--- src/rtl/hub_rst_defines.svh ---
// Constants for the hub reset and link power sequencer
// Overview of operation
// After a power-delivery altmode failure, the host may enumerate the Billboard function.
// Billboard appears only after the PD controller's dedicated configuration command.
// Billboard descriptors come only from OTP; configuration writes to them are refused.
// Three link power states are kept: on, sleep and suspend.
// Suspend entry takes about 3 ms; resume to on about 2 ms.
// Sleep entry finishes under 10 us; sleep exit finishes under 50 us.
// Reset sources are power-on detect, external reset pin and upstream bus reset.
// Power-on holds internal reset for a timed interval before release.
// While the external reset pin is low, the chip sits in standby.
// External reset disables the PHY and floats the differential pairs.
// External reset aborts transactions and returns all state to defaults.
// External reset stops the crystal oscillator and PLL until release.
// Upstream bus reset clears address, unconfigures and leaves suspend.
// Upstream bus reset is never forwarded to downstream ports.
// Board supervisor may hold reset low through power-up instead of meeting rise time.
// Reset pin active low; internal release is synchronous to the restarted clock.
`ifndef HUB_RST_DEFINES_SVH
`define HUB_RST_DEFINES_SVH

`define CLK_PERIOD_NS 5
`define ADDR_W 7
`define CFG_W 8
`define ADDR_RST 7'h00
`define CFG_RST 8'h00
`define TMR_W 20

`define L2_ENTRY_NS 3000000
`define L2_EXIT_NS 2000000
`define L1_ENTRY_NS 10000
`define L1_EXIT_NS 50000
`define POR_HOLD_NS 100000
`define OSC_START_NS 1000

`define L2_ENTRY_CYC (`L2_ENTRY_NS / `CLK_PERIOD_NS)
`define L2_EXIT_CYC (`L2_EXIT_NS / `CLK_PERIOD_NS)
`define L1_ENTRY_CYC ((`L1_ENTRY_NS / `CLK_PERIOD_NS) - 1)
`define L1_EXIT_CYC ((`L1_EXIT_NS / `CLK_PERIOD_NS) - 1)
`define POR_HOLD_CYC (`POR_HOLD_NS / `CLK_PERIOD_NS)
`define OSC_START_CYC (`OSC_START_NS / `CLK_PERIOD_NS)

`define BB_ACTIVATE_CMD 8'ha5
`define BB_DESC_BASE 13'h1c00
`define OTP_AW 13

`endif

--- src/rtl/hub_rst_pkg.sv ---
// Types for the hub reset and link power sequencer
`include "hub_rst_defines.svh"
package hub_rst_pkg;
   typedef enum logic [1:0] {
      LINK_L0 = 2'b00,
      LINK_L1 = 2'b01,
      LINK_L2 = 2'b10
   } link_t;

   typedef enum logic [2:0] {
      LPM_L0 = 3'b000,
      LPM_L1_ENTER = 3'b001,
      LPM_L1 = 3'b010,
      LPM_L1_EXIT = 3'b011,
      LPM_L2_ENTER = 3'b100,
      LPM_L2 = 3'b101,
      LPM_L2_EXIT = 3'b110
   } lpm_st_t;

   typedef struct packed {
      logic [`TMR_W-1:0] rst_cnt;
      logic rst_busy;
      lpm_st_t lpm;
      logic [`ADDR_W-1:0] addr;
      logic [`CFG_W-1:0] cfg;
      logic fail;
      logic bb_on;
      logic rd_pend;
      logic [7:0] desc_data;
      logic desc_vld;
      logic refused;
   } hub_st_t;

   typedef struct packed {
      logic [`TMR_W-1:0] cnt;
      logic busy;
      logic done;
   } tmr_st_t;
endpackage

--- src/rtl/lpm_timer.sv ---
// Load-and-count-down timer for link power transitions
`timescale 1ns/1ps
`default_nettype none
module lpm_timer #(
   parameter int W = 20
) (
   input wire logic clk,           // 200 MHz clock
   input wire logic srst,          // Synchronous reset
   input wire logic clr,           // Abandon the running count
   input wire logic load,          // Start a count
   input wire logic [W-1:0] val,   // Cycles until done
   output logic busy,              // Count running
   output logic done               // One-cycle pulse at expiry
);
   hub_rst_pkg::tmr_st_t st_r, st_nxt;

   always_comb begin
      st_nxt = st_r;
      st_nxt.done = 1'b0;
      if (clr) begin
         st_nxt.busy = 1'b0;
         st_nxt.cnt = '0;
      end else if (load) begin
         st_nxt.busy = 1'b1;
         st_nxt.cnt = (val == '0) ? W'(1) : val;
      end else if (st_r.busy) begin
         if (st_r.cnt == W'(1)) begin
            st_nxt.busy = 1'b0;
            st_nxt.done = 1'b1;
         end
         st_nxt.cnt = st_r.cnt - W'(1);
      end
   end

   always_ff @(posedge clk) begin
      if (srst) begin
         st_r <= '0;
      end else begin
         st_r <= st_nxt;
      end
   end

   assign busy = st_r.busy;
   assign done = st_r.done;
endmodule
`default_nettype wire

--- src/rtl/hub_reset_and_link_power.sv ---
// Chip reset sources, link power states and Billboard activation
`timescale 1ns/1ps
`default_nettype none
`include "hub_rst_defines.svh"
module hub_reset_and_link_power #(
   parameter int unsigned L2_ENTRY_CYC = `L2_ENTRY_CYC,
   parameter int unsigned L2_EXIT_CYC = `L2_EXIT_CYC,
   parameter int unsigned L1_EXIT_CYC = `L1_EXIT_CYC,
   parameter int unsigned POR_HOLD_CYC = `POR_HOLD_CYC
) (
   input wire logic clk,                      // 200 MHz clock
   input wire logic srst,                     // Synchronous reset
   input wire logic por_det,                  // Supply below power-on threshold
   input wire logic ext_rst_n,                // External chip reset pin
   input wire logic usb_bus_rst,              // Upstream bus reset seen, pulse
   input wire logic set_addr_stb,             // Host assigns address
   input wire logic [`ADDR_W-1:0] set_addr,   // Address value
   input wire logic set_cfg_stb,              // Host selects configuration
   input wire logic [`CFG_W-1:0] set_cfg,     // Configuration value
   input wire logic lpm_l1_req,               // Accepted sleep request
   input wire logic suspend_req,              // Upstream bus idle, suspend
   input wire logic resume_start,             // Resume signalling begins
   input wire logic l1_wake,                  // Sleep exit request
   input wire logic pd_altmode_fail,          // PD controller reports failure
   input wire logic smb_cmd_stb,              // Configuration command strobe
   input wire logic [7:0] smb_cmd,            // Configuration command code
   input wire logic smb_desc_wr_stb,          // Attempt to write descriptor
   input wire logic bb_desc_rd_stb,           // Descriptor byte request
   input wire logic [9:0] bb_desc_addr,       // Descriptor byte offset
   input wire logic [7:0] otp_rd_data,        // OTP read data
   input wire logic otp_rd_valid,             // OTP read data valid
   output logic core_rst,                     // Internal chip reset
   output logic standby,                      // Low current standby
   output logic phy_en,                       // PHY enable
   output logic dp_hiz,                       // Differential pairs floated
   output logic osc_en,                       // Crystal oscillator run
   output logic pll_en,                       // PLL run
   output logic txn_abort,                    // Kill transactions in flight
   output logic dn_port_rst,                  // Downstream port reset
   output logic [`ADDR_W-1:0] dev_addr,       // Device address
   output logic [`CFG_W-1:0] dev_cfg,         // Current configuration
   output logic configured,                   // Configuration nonzero
   output logic [1:0] link_state,             // Link power state
   output logic lpm_busy,                     // Transition in progress
   output logic bb_fail_seen,                 // Failure latched
   output logic bb_present,                   // Billboard function attached
   output logic otp_rd_stb,                   // OTP read request
   output logic [`OTP_AW-1:0] otp_rd_addr,    // OTP read address
   output logic [7:0] bb_desc_data,           // Descriptor byte
   output logic bb_desc_valid,                // Descriptor byte valid
   output logic smb_refused                   // Descriptor write refused
);
   hub_rst_pkg::hub_st_t st_r, st_nxt;
   logic chip_rst;
   logic tmr_load;
   logic [`TMR_W-1:0] tmr_val;
   logic tmr_busy;
   logic tmr_done;

   // Pin reset or power-on detection force every state back to default
   assign chip_rst = !ext_rst_n || por_det;

   lpm_timer #(.W(`TMR_W)) u_tmr (
      .clk(clk),
      .srst(srst),
      .clr(chip_rst || usb_bus_rst),
      .load(tmr_load),
      .val(tmr_val),
      .busy(tmr_busy),
      .done(tmr_done)
   );

   always_comb begin
      st_nxt = st_r;
      tmr_load = 1'b0;
      tmr_val = '0;
      st_nxt.desc_vld = 1'b0;
      st_nxt.refused = 1'b0;
      if (chip_rst) begin
         st_nxt = '0;
         st_nxt.rst_busy = 1'b1;
         // Power-on loads the full hold; pin reset only the clock restart
         st_nxt.rst_cnt = por_det ? `TMR_W'(POR_HOLD_CYC) : `TMR_W'(`OSC_START_CYC);
      end else begin
         // Release counted on the running clock after the source goes away
         if (st_r.rst_busy) begin
            if (st_r.rst_cnt <= `TMR_W'(1)) begin
               st_nxt.rst_busy = 1'b0;
               st_nxt.rst_cnt = '0;
            end else begin
               st_nxt.rst_cnt = st_r.rst_cnt - `TMR_W'(1);
            end
         end
         if (set_addr_stb) begin
            st_nxt.addr = set_addr;
         end
         if (set_cfg_stb) begin
            st_nxt.cfg = set_cfg;
         end
         if (pd_altmode_fail) begin
            st_nxt.fail = 1'b1;
         end
         // Billboard only by the dedicated command after a failure
         if (smb_cmd_stb && smb_cmd == `BB_ACTIVATE_CMD && (st_r.fail || pd_altmode_fail)) begin
            st_nxt.bb_on = 1'b1;
         end
         // No write path to descriptors: attempts only flag a refusal
         if (smb_desc_wr_stb) begin
            st_nxt.refused = 1'b1;
         end
         if (bb_desc_rd_stb && st_r.bb_on) begin
            st_nxt.rd_pend = 1'b1;
         end
         if (st_r.rd_pend && otp_rd_valid) begin
            st_nxt.rd_pend = 1'b0;
            st_nxt.desc_data = otp_rd_data;
            st_nxt.desc_vld = 1'b1;
         end
         unique case (st_r.lpm)
            hub_rst_pkg::LPM_L0: begin
               if (suspend_req) begin
                  st_nxt.lpm = hub_rst_pkg::LPM_L2_ENTER;
                  tmr_load = 1'b1;
                  tmr_val = `TMR_W'(L2_ENTRY_CYC);
               end else if (lpm_l1_req) begin
                  st_nxt.lpm = hub_rst_pkg::LPM_L1_ENTER;
                  tmr_load = 1'b1;
                  // Move lands a cycle after expiry; load one short to stay under
                  tmr_val = `TMR_W'(`L1_ENTRY_CYC - 1);
               end
            end
            hub_rst_pkg::LPM_L1_ENTER: begin
               if (tmr_done) begin
                  st_nxt.lpm = hub_rst_pkg::LPM_L1;
               end
            end
            hub_rst_pkg::LPM_L1: begin
               if (l1_wake || resume_start) begin
                  st_nxt.lpm = hub_rst_pkg::LPM_L1_EXIT;
                  tmr_load = 1'b1;
                  tmr_val = `TMR_W'(L1_EXIT_CYC - 1);
               end
            end
            hub_rst_pkg::LPM_L1_EXIT: begin
               if (tmr_done) begin
                  st_nxt.lpm = hub_rst_pkg::LPM_L0;
               end
            end
            hub_rst_pkg::LPM_L2_ENTER: begin
               if (tmr_done) begin
                  st_nxt.lpm = hub_rst_pkg::LPM_L2;
               end
            end
            hub_rst_pkg::LPM_L2: begin
               if (resume_start) begin
                  st_nxt.lpm = hub_rst_pkg::LPM_L2_EXIT;
                  tmr_load = 1'b1;
                  tmr_val = `TMR_W'(L2_EXIT_CYC);
               end
            end
            hub_rst_pkg::LPM_L2_EXIT: begin
               if (tmr_done) begin
                  st_nxt.lpm = hub_rst_pkg::LPM_L0;
               end
            end
            default: begin
               st_nxt.lpm = hub_rst_pkg::LPM_L0;
            end
         endcase
         // Bus reset wins over any host update or power move this cycle
         if (usb_bus_rst) begin
            st_nxt.addr = `ADDR_RST;
            st_nxt.cfg = `CFG_RST;
            st_nxt.lpm = hub_rst_pkg::LPM_L0;
            tmr_load = 1'b0;
         end
      end
   end

   always_ff @(posedge clk) begin
      if (srst) begin
         st_r <= '0;
         st_r.rst_busy <= 1'b1;
         st_r.rst_cnt <= `TMR_W'(`OSC_START_CYC);
      end else begin
         st_r <= st_nxt;
      end
   end

   // Pin-driven controls follow the pin at once, no clock needed to stop
   assign standby = !ext_rst_n;
   assign phy_en = ext_rst_n && !st_r.rst_busy;
   assign dp_hiz = !phy_en;
   assign osc_en = ext_rst_n;
   assign pll_en = ext_rst_n;
   assign txn_abort = chip_rst || st_r.rst_busy;
   assign core_rst = chip_rst || st_r.rst_busy;
   // Only chip resets reach downstream; the bus reset does not
   assign dn_port_rst = st_r.rst_busy;
   assign dev_addr = st_r.addr;
   assign dev_cfg = st_r.cfg;
   assign configured = (st_r.cfg != `CFG_RST);
   always_comb begin
      unique case (st_r.lpm)
         hub_rst_pkg::LPM_L1, hub_rst_pkg::LPM_L1_EXIT: link_state = hub_rst_pkg::LINK_L1;
         hub_rst_pkg::LPM_L2, hub_rst_pkg::LPM_L2_EXIT: link_state = hub_rst_pkg::LINK_L2;
         default: link_state = hub_rst_pkg::LINK_L0;
      endcase
   end
   assign lpm_busy = tmr_busy;
   assign bb_fail_seen = st_r.fail;
   assign bb_present = st_r.bb_on;
   assign otp_rd_stb = st_r.rd_pend;
   assign otp_rd_addr = `BB_DESC_BASE + {3'h0, bb_desc_addr};
   assign bb_desc_data = st_r.desc_data;
   assign bb_desc_valid = st_r.desc_vld;
   assign smb_refused = st_r.refused;

   // Cycles spent in the current power state, for timing checks
   logic [`TMR_W-1:0] dwell_r;
   always_ff @(posedge clk) begin
      if (srst || st_nxt.lpm != st_r.lpm) begin
         dwell_r <= '0;
      end else if (dwell_r != '1) begin
         dwell_r <= dwell_r + `TMR_W'(1);
      end
   end
endmodule
`default_nettype wire

--- config.mk ---
export PLATFORM = sky130hd
export DESIGN_NAME = hub_reset_and_link_power
export DESIGN_NICKNAME = d
export VERILOG_FILES = /design/src/rtl/hub_rst_pkg.sv /design/src/rtl/lpm_timer.sv /design/src/rtl/hub_reset_and_link_power.sv
export VERILOG_INCLUDE_DIRS = /design/src /design/src/rtl
export SDC_FILE = /design/constraint.sdc
export NUM_CORES = 1
export LEC_CHECK = 0
export BUFFER_PORTS_ARGS = -buffer_cell sky130_fd_sc_hd__buf_2
export CORE_ASPECT_RATIO = 1.4
export CORE_UTILIZATION = 47
export CTS_CLUSTER_SIZE = 14
export DETAILED_ROUTE_END_ITERATION = 7
export MAX_ROUTING_LAYER = met4
export PLACE_DENSITY = 0.69
export SYNTH_ARGS = -nofsm -noshare
export SYNTH_HDL_FRONTEND = slang
export SYNTH_SLANG_ARGS = --single-unit
--- constraint.sdc ---
create_clock -name clk -period 3.06 [get_ports clk]
set_input_delay 0 -clock clk [delete_from_list [all_inputs] [get_ports clk]]
set_output_delay 0 -clock clk [all_outputs]
set_load 0.02 [all_outputs]
Yosys cells after proc, flatten, opt, wreduce, memory -nomap -nowiden
Index checks and enable logic that the tools add are counted.
{ "totals": {"out_inout_bits": 53, "ff_bits": 74, "input_bits": 57, "word_cells": 99} }
{ "op_classes": {"n_reduce_logical": 27, "addsub": 3, "order_cmp": 1, "muxes": 39, "eq_ne": 14, "n_bitwise": 1} }
{ "op_table": {"columns": ["cell", "n"], "rows": [
  ["20-bit 2-to-1 mux", 4],
  ["20-bit one-hot mux with 3 select lines", 1],
  ["52-bit 2-to-1 mux", 1],
  ["21-bit 2-to-1 mux", 2],
  ["20-bit by 1-bit subtractor with 20-bit output (second input constant)", 2],
  ["22-bit 2-to-1 mux", 1],
  ["3-bit 2-to-1 mux", 7],
  ["20-bit by 1-bit equality test with 1-bit output (second input constant)", 1],
  ["20-bit by 1-bit <= comparator with 1-bit output (second input constant)", 1],
  ["20-bit logical NOT", 1],
  ["19-bit 2-to-1 mux", 1],
  ["18-bit 2-to-1 mux", 1],
  ["3-bit one-hot mux with 6 select lines", 1],
  ["15-bit 2-to-1 mux", 1],
  ["14-bit 2-to-1 mux", 1],
  ["11-bit by 11-bit adder with 12-bit output (first input constant)", 1],
  ["1-bit 2-to-1 mux", 11],
  ["11-bit 2-to-1 mux", 1],
  ["10-bit 2-to-1 mux", 1],
  ["2-bit OR reduction", 5],
  ["3-bit equality test (second input constant)", 3],
  ["8-bit equality test (second input constant)", 1],
  ["8-bit 2-to-1 mux", 1],
  ["8-bit nonzero test", 1],
  ["other kinds (18)", 34]
]} }

Logic depth before layout (Yosys ltp)
{ "logic_depth": {"ltp_word": 7, "mapped_depth": 8} }

By module
A second synthesis with hierarchy kept.
{ "unflattened": {"hier_cells": 486, "hier_area_um2": 4015.1} }
{ "by_module_without_submodules": {"columns": ["module", "cells_each", "n_inst", "area_per_inst_um2", "seq_area_each_um2"], "rows": [
  ["hub_reset_and_link_power", 339, 1, 2811.4, 1041.0],
  ["lpm_timer", 147, 1, 1203.7, 440.4]
]} }

Worst setup path after synthesis
OpenSTA, ideal clock, no wires.
{ "synth_path": {"kind": "reg2reg", "from": "register u_tmr.st_r[4] in the netlist's numbering", "to": "register u_tmr.st_r, in the netlist u_tmr.busy", "slack_ns": 0.945, "t_arrival_ns": 1.982, "setup_ns": 0.132, "n_path_buf": 1, "stages_incl_launch_ff": 7, "period_less_slack_ns": 2.115, "cell_sequence": "dfxtp_1 or4_4 or3_1 buf_6 or4_4 nand2_1 a21oi_1"} }
{ "synth_between": {"elab_chain_len": 4} }
{ "synth_rtl": {"columns": ["element", "line_no", "text"], "rows": [
  ["start, declared", "lpm_timer.sv:15", "hub_rst_pkg::tmr_st_t st_r, st_nxt;"],
  ["start signal, assigned", "lpm_timer.sv:39", "st_r <= st_nxt;"],
  ["20-bit by 1-bit equality test with 1-bit output", "lpm_timer.sv:27", "if (st_r.cnt == W'(1)) begin"],
  ["2-bit 2-to-1 mux", "lpm_timer.sv:27", null],
  ["22-bit 2-to-1 mux", "lpm_timer.sv:26", "end else if (st_r.busy) begin"],
  ["21-bit 2-to-1 mux", "lpm_timer.sv:23", "end else if (load) begin"]
]} }
Every way passes these cells. The select of a mux whose other input is x is not followed.
A chain may end at the register's enable or synchronous reset.

Final worst setup path
{ "layout_path": {"from": "register st_r[40] in the netlist's numbering", "to": "register st_r[37] in the netlist's numbering"} }
{ "layout_between": {"elab_chain_len": 4} }
{ "layout_rtl": {"columns": ["element", "line_no", "text"], "rows": [
  ["start, declared", "hub_reset_and_link_power.sv:53", "hub_rst_pkg::hub_st_t st_r, st_nxt;"],
  ["start signal, assigned", "hub_reset_and_link_power.sv:186", "st_r <= st_nxt;"],
  ["20-bit by 1-bit <= comparator with 1-bit output", "hub_reset_and_link_power.sv:87", "if (st_r.rst_cnt <= `TMR_W'(1)) begin"],
  ["20-bit 2-to-1 mux", "hub_reset_and_link_power.sv:87", null],
  ["21-bit 2-to-1 mux", "hub_reset_and_link_power.sv:86", "if (st_r.rst_busy) begin"],
  ["52-bit 2-to-1 mux", "hub_reset_and_link_power.sv:79", "if (chip_rst) begin"]
]} }
Every way passes these cells. The select of a mux whose other input is x is not followed.

==> impl_metrics.xml <==
<?xml version="1.0" encoding="UTF-8"?>
<metrics>
  <group name="status">
    <metric name="outcome" unit="">completed</metric>
  </group>
  <group name="sta">
    <metric name="relSlewSlack" unit="">0.470</metric>
    <metric name="setup_viols_final" unit="">0</metric>
    <metric name="timing.fmax" unit="GHz">0.373</metric>
    <metric name="worst_slew_pin_slew" unit="ns">0.796</metric>
    <metric name="min_period" unit="ns">2.68</metric>
    <metric name="final.setup.tns" unit="ns">0</metric>
    <metric name="final-max-slew-violation-count" unit="">0</metric>
    <metric name="rsz0062_at_grt" unit="">no</metric>
    <metric name="timing.final.crit_share" unit="">0.877</metric>
    <metric name="worst_clock_skew" unit="ns">0.00699</metric>
    <metric name="whs" unit="ns">0.00000774</metric>
    <metric name="final_hold_vio_count" unit="">0</metric>
  </group>
  <group name="pwr">
    <metric name="power_density" unit="nW/um^2">424</metric>
    <metric name="total_leakage_power" unit="nW">1.87</metric>
    <metric name="irDropWorstVdd" unit="mV">0.425</metric>
  </group>
  <group name="die">
    <metric name="floorplan.die.width" unit="um">78.0</metric>
    <metric name="row_count" unit="">38</metric>
    <metric name="initial_standard_cell_utilization_of_the_core" unit="">0.488</metric>
    <metric name="core-area" unit="um^2">7800</metric>
    <metric name="fp.dieH" unit="um">108</metric>
    <metric name="pin_count" unit="">110</metric>
    <metric name="die_area" unit="um^2">8460</metric>
  </group>
  <group name="clock_tree">
    <metric name="setup_fix_bufs_post_cts" unit="">0</metric>
    <metric name="cts_inserted_buffers" unit="">9</metric>
    <metric name="cts_repair_resize_count" unit="">0</metric>
    <metric name="clock_sink_count" unit="">74</metric>
    <metric name="cts_max_level" unit="">3</metric>
    <metric name="clk_latency" unit="ns">0.35</metric>
    <metric name="cts_max_path_buffers" unit="">2</metric>
    <metric name="clk_root_buffer_cell" unit="">sky130_fd_sc_hd__clkbuf_8</metric>
    <metric name="cts_tree" unit="">done</metric>
    <metric name="clock_edge_transition_at_the_registers_on_the_reported_setup_and_hold_paths" unit="ns">0.07</metric>
  </group>
  <group name="detailed_routing">
    <metric name="remaining_drc_errors" unit="">0</metric>
    <metric name="route.vias.total" unit="">3469</metric>
    <metric name="wl_per_cell" unit="um">14.1</metric>
    <metric name="ant_nets" unit="">0</metric>
    <metric name="first_iter_violations" unit="">269</metric>
    <metric name="via_per_inst" unit="">5.40</metric>
    <metric name="detailedRoute.firstPassIterationCount" unit="">4</metric>
    <metric name="detail_route.wirelength" unit="mm">9.04</metric>
  </group>
  <group name="critical_path">
    <metric name="crit_start" unit="">st_r[40]</metric>
    <metric name="reg2reg_setup_slack" unit="ns">0.38</metric>
    <metric name="timing.rr.end" unit="">st_r[37]</metric>
    <metric name="critPathArrivalTime" unit="ns">2.92</metric>
    <metric name="cp-end-kind" unit="">register</metric>
    <metric name="capture_point_of_the_critical_path" unit="">st_r[37]</metric>
    <metric name="max_fanout_on_critical_path" unit="">6</metric>
    <metric name="reg2reg_depth" unit="">6</metric>
    <metric name="cp.required" unit="ns">3.30</metric>
    <metric name="worst-setup-path-type" unit="">reg2reg</metric>
    <metric name="cp-start-kind" unit="">register</metric>
    <metric name="crit-reg2reg-launch" unit="">st_r[40]</metric>
  </group>
  <group name="synth">
    <metric name="postSynthCellCount" unit="">455</metric>
    <metric name="synth_top_cells_by_area" unit="">sky130_fd_sc_hd__dfxtp_1, sky130_fd_sc_hd__buf_4, sky130_fd_sc_hd__nor2_1</metric>
    <metric name="synth_seq_area_share" unit="">0.389</metric>
    <metric name="yosys_most_used_dff" unit="">sky130_fd_sc_hd__dfxtp_1</metric>
    <metric name="yosys_warnings" unit="">0</metric>
    <metric name="synth_top_area_frac" unit="">0.389</metric>
    <metric name="post_synth_and_or_nand_nor_area_fraction" unit="">0.259</metric>
    <metric name="synth-compound-area-share" unit="">0.127</metric>
    <metric name="synth-seq-cells" unit="">74</metric>
    <metric name="mappedNetlistArea" unit="um^2">3800</metric>
    <metric name="netlist-cell-type-count" unit="">53</metric>
    <metric name="synth-edff-count" unit="">0</metric>
    <metric name="async_reset_ff_frac" unit="">0</metric>
    <metric name="synth.mux.area_fraction" unit="">0.0533</metric>
    <metric name="post_synth_fa_ha_maj_area_fraction" unit="">0.0158</metric>
    <metric name="post_synthesis_average_cell_area" unit="um^2">8.36</metric>
    <metric name="synth_top_family_by_area" unit="">simple AND/OR/NAND/NOR gates</metric>
    <metric name="synth_area_in_xor_xnor" unit="">0.0461</metric>
    <metric name="post-synth-top-area-cell" unit="">sky130_fd_sc_hd__dfxtp_1</metric>
  </group>
  <group name="finish">
    <metric name="nFillCells" unit="">705</metric>
    <metric name="syn2layout_area_growth" unit="%">21.1</metric>
    <metric name="commonest_non_fill_non_tap_cells_in_the_layout" unit="">sky130_fd_sc_hd__buf_2, sky130_fd_sc_hd__dfxtp_1, sky130_fd_sc_hd__nor2_1</metric>
    <metric name="design_area" unit="um^2">4600</metric>
    <metric name="finish.cell_count_without_fillers" unit="">642</metric>
    <metric name="final_layout_size_suffix_gt1_frac" unit="">0.221</metric>
    <metric name="antenna-diode-count" unit="">0</metric>
    <metric name="nets" unit="">599</metric>
    <metric name="layout_commonest_cell" unit="">sky130_fd_sc_hd__buf_2</metric>
  </group>
  <group name="place">
    <metric name="placement.io_buffers" unit="">86</metric>
    <metric name="dpl_cell_area" unit="um^2">4020</metric>
    <metric name="post-dp-hpwl" unit="mm">6.09</metric>
    <metric name="place.gp.congestion" unit="">0.891</metric>
    <metric name="post-place-cells" unit="">588</metric>
  </group>
  <group name="grt">
    <metric name="largest_net_degree_at_the_start_of_global_routing" unit="">25</metric>
    <metric name="vias_in_the_first_global_route" unit="">3223</metric>
    <metric name="grt_use_total" unit="">0.222</metric>
    <metric name="globalRouteOverflowTotal" unit="">0</metric>
    <metric name="antenna_found_initial" unit="">0</metric>
    <metric name="grt_pass1_wl" unit="mm">14.3</metric>
  </group>
  <group name="hold_path">
    <metric name="min-delay-path-class" unit="">in2out</metric>
  </group>
  <group name="flow_run">
    <metric name="cap_viol_max_count" unit="">0</metric>
  </group>
</metrics>
[synthesized netlist by cell type (5+ instances only)]
library cell and instances:
sky130_fd_sc_hd__xnor2_1 16, sky130_fd_sc_hd__clkbuf_1 15, sky130_fd_sc_hd__dfxtp_1 74, sky130_fd_sc_hd__o31ai_1 7
sky130_fd_sc_hd__nor4_1 8, sky130_fd_sc_hd__buf_4 39, sky130_fd_sc_hd__nand3_1 20, sky130_fd_sc_hd__or3_1 10
sky130_fd_sc_hd__or4_4 6, sky130_fd_sc_hd__a31oi_1 5, sky130_fd_sc_hd__nand2_1 36, sky130_fd_sc_hd__nand2b_1 8
sky130_fd_sc_hd__nor2_1 51, sky130_fd_sc_hd__o21ai_0 14, sky130_fd_sc_hd__nor3_1 14, sky130_fd_sc_hd__a21oi_1 38
sky130_fd_sc_hd__or4_1 8, sky130_fd_sc_hd__inv_1 10, sky130_fd_sc_hd__mux2i_1 18
[sequential cells by signal, summed over array words and instances (netlist names)]
name,count
bb_desc_data,8
bb_desc_valid,1
bb_fail_seen,1
bb_present,1
dev_addr,7
dev_cfg,8
dn_port_rst,1
otp_rd_stb,1
smb_refused,1
st_r,23
u_tmr.busy,1
u_tmr.done,1
u_tmr.st_r,20
[worst min-delay path by stage]
stage                           to  slack [ns]  cells after the start       startpoint
floorplan                 st_r[37]        0.08                      1             srst
global placement    otp_rd_addr[3]      0.0001                      0  bb_desc_addr[3]
detailed placement  otp_rd_addr[3]      0.0001                      0  bb_desc_addr[3]
CTS                 otp_rd_addr[3]      0.0001                      0  bb_desc_addr[3]
global route        otp_rd_addr[1]     0.00003                      0  bb_desc_addr[1]
finish              otp_rd_addr[5]    0.000008                      0  bb_desc_addr[5]
[cell type report]
class,count,area [um^2],share of cell area
Multi-Input combinational cell,314,1920,0.416
Clock inverter,4,51.3,0.0111
Clock buffer,11,141,0.0307
Timing Repair Buffer,129,851,0.185
Inverter,10,37.5,0.00815
Tap cell,100,125,0.0272
Sequential cell,74,1480,0.322
[cell families (layout without fill, tap and decap cells)]
kind of cell | count (synthesis) | in the layout
adder cells (fa/ha/maj) | 5 | 5
buffers and inverters | 69 | 154
flip-flops | 74 | 74
multiplexers | 20 | 20
AO/OA/AOI/OAI | 82 | 82
AND/OR/NAND/NOR | 184 | 184
XOR/XNOR | 20 | 20
other | 1 | 3
[what timing repair did]
action                                 in CTS  in global routing
endpoints found under the hold margin      29                  0
hold buffers                               39                  0
setup endpoints to repair                   0                  0
[stage by stage]
step           setup slack [ns]   util  power [W]
6_report                  0.376  0.591    0.00195
3_3_place_gp              0.816  0.516    0.00118
4_1_cts                   0.397  0.591    0.00197
2_1_floorplan             0.945      -    0.00115
3_5_place_dp              0.798  0.516    0.00118
5_1_grt                   0.159  0.591    0.00203
[worst max-delay path, cell delays in order, from the launching register on]
cell                            delay (ns)
sky130_fd_sc_hd__dfxtp_1              0.35
sky130_fd_sc_hd__or4_4                0.58
sky130_fd_sc_hd__nor4_2               0.40
sky130_fd_sc_hd__nand3_1              0.31
sky130_fd_sc_hd__a221oi_1             0.31
sky130_fd_sc_hd__nor3_1               0.08
sky130_fd_sc_hd__dlygate4sd3_1        0.56
[where the power goes]
group | leakage (nW) | internal (W) | switching, W
clock network | 0.0958 | 0.000396 | 0.000362
logic | 1.17 | 0.0000987 | 0.000101
registers | 0.599 | 0.000977 | 0.0000181
[layer usage]
layer | vias up | wire length, um | share of wire | track usage
met5 | - | 0 | 0 | -
met4 | 0 | 149 | 0.016 | 0.114
met3 | 14 | 383 | 0.042 | 0.0295
met2 | 111 | 5010 | 0.55 | 0.405
met1 | 1620 | 3500 | 0.39 | 0.231
li1 | 1724 | - | - | -
Note: power is estimated with default switching activity, not from simulation.
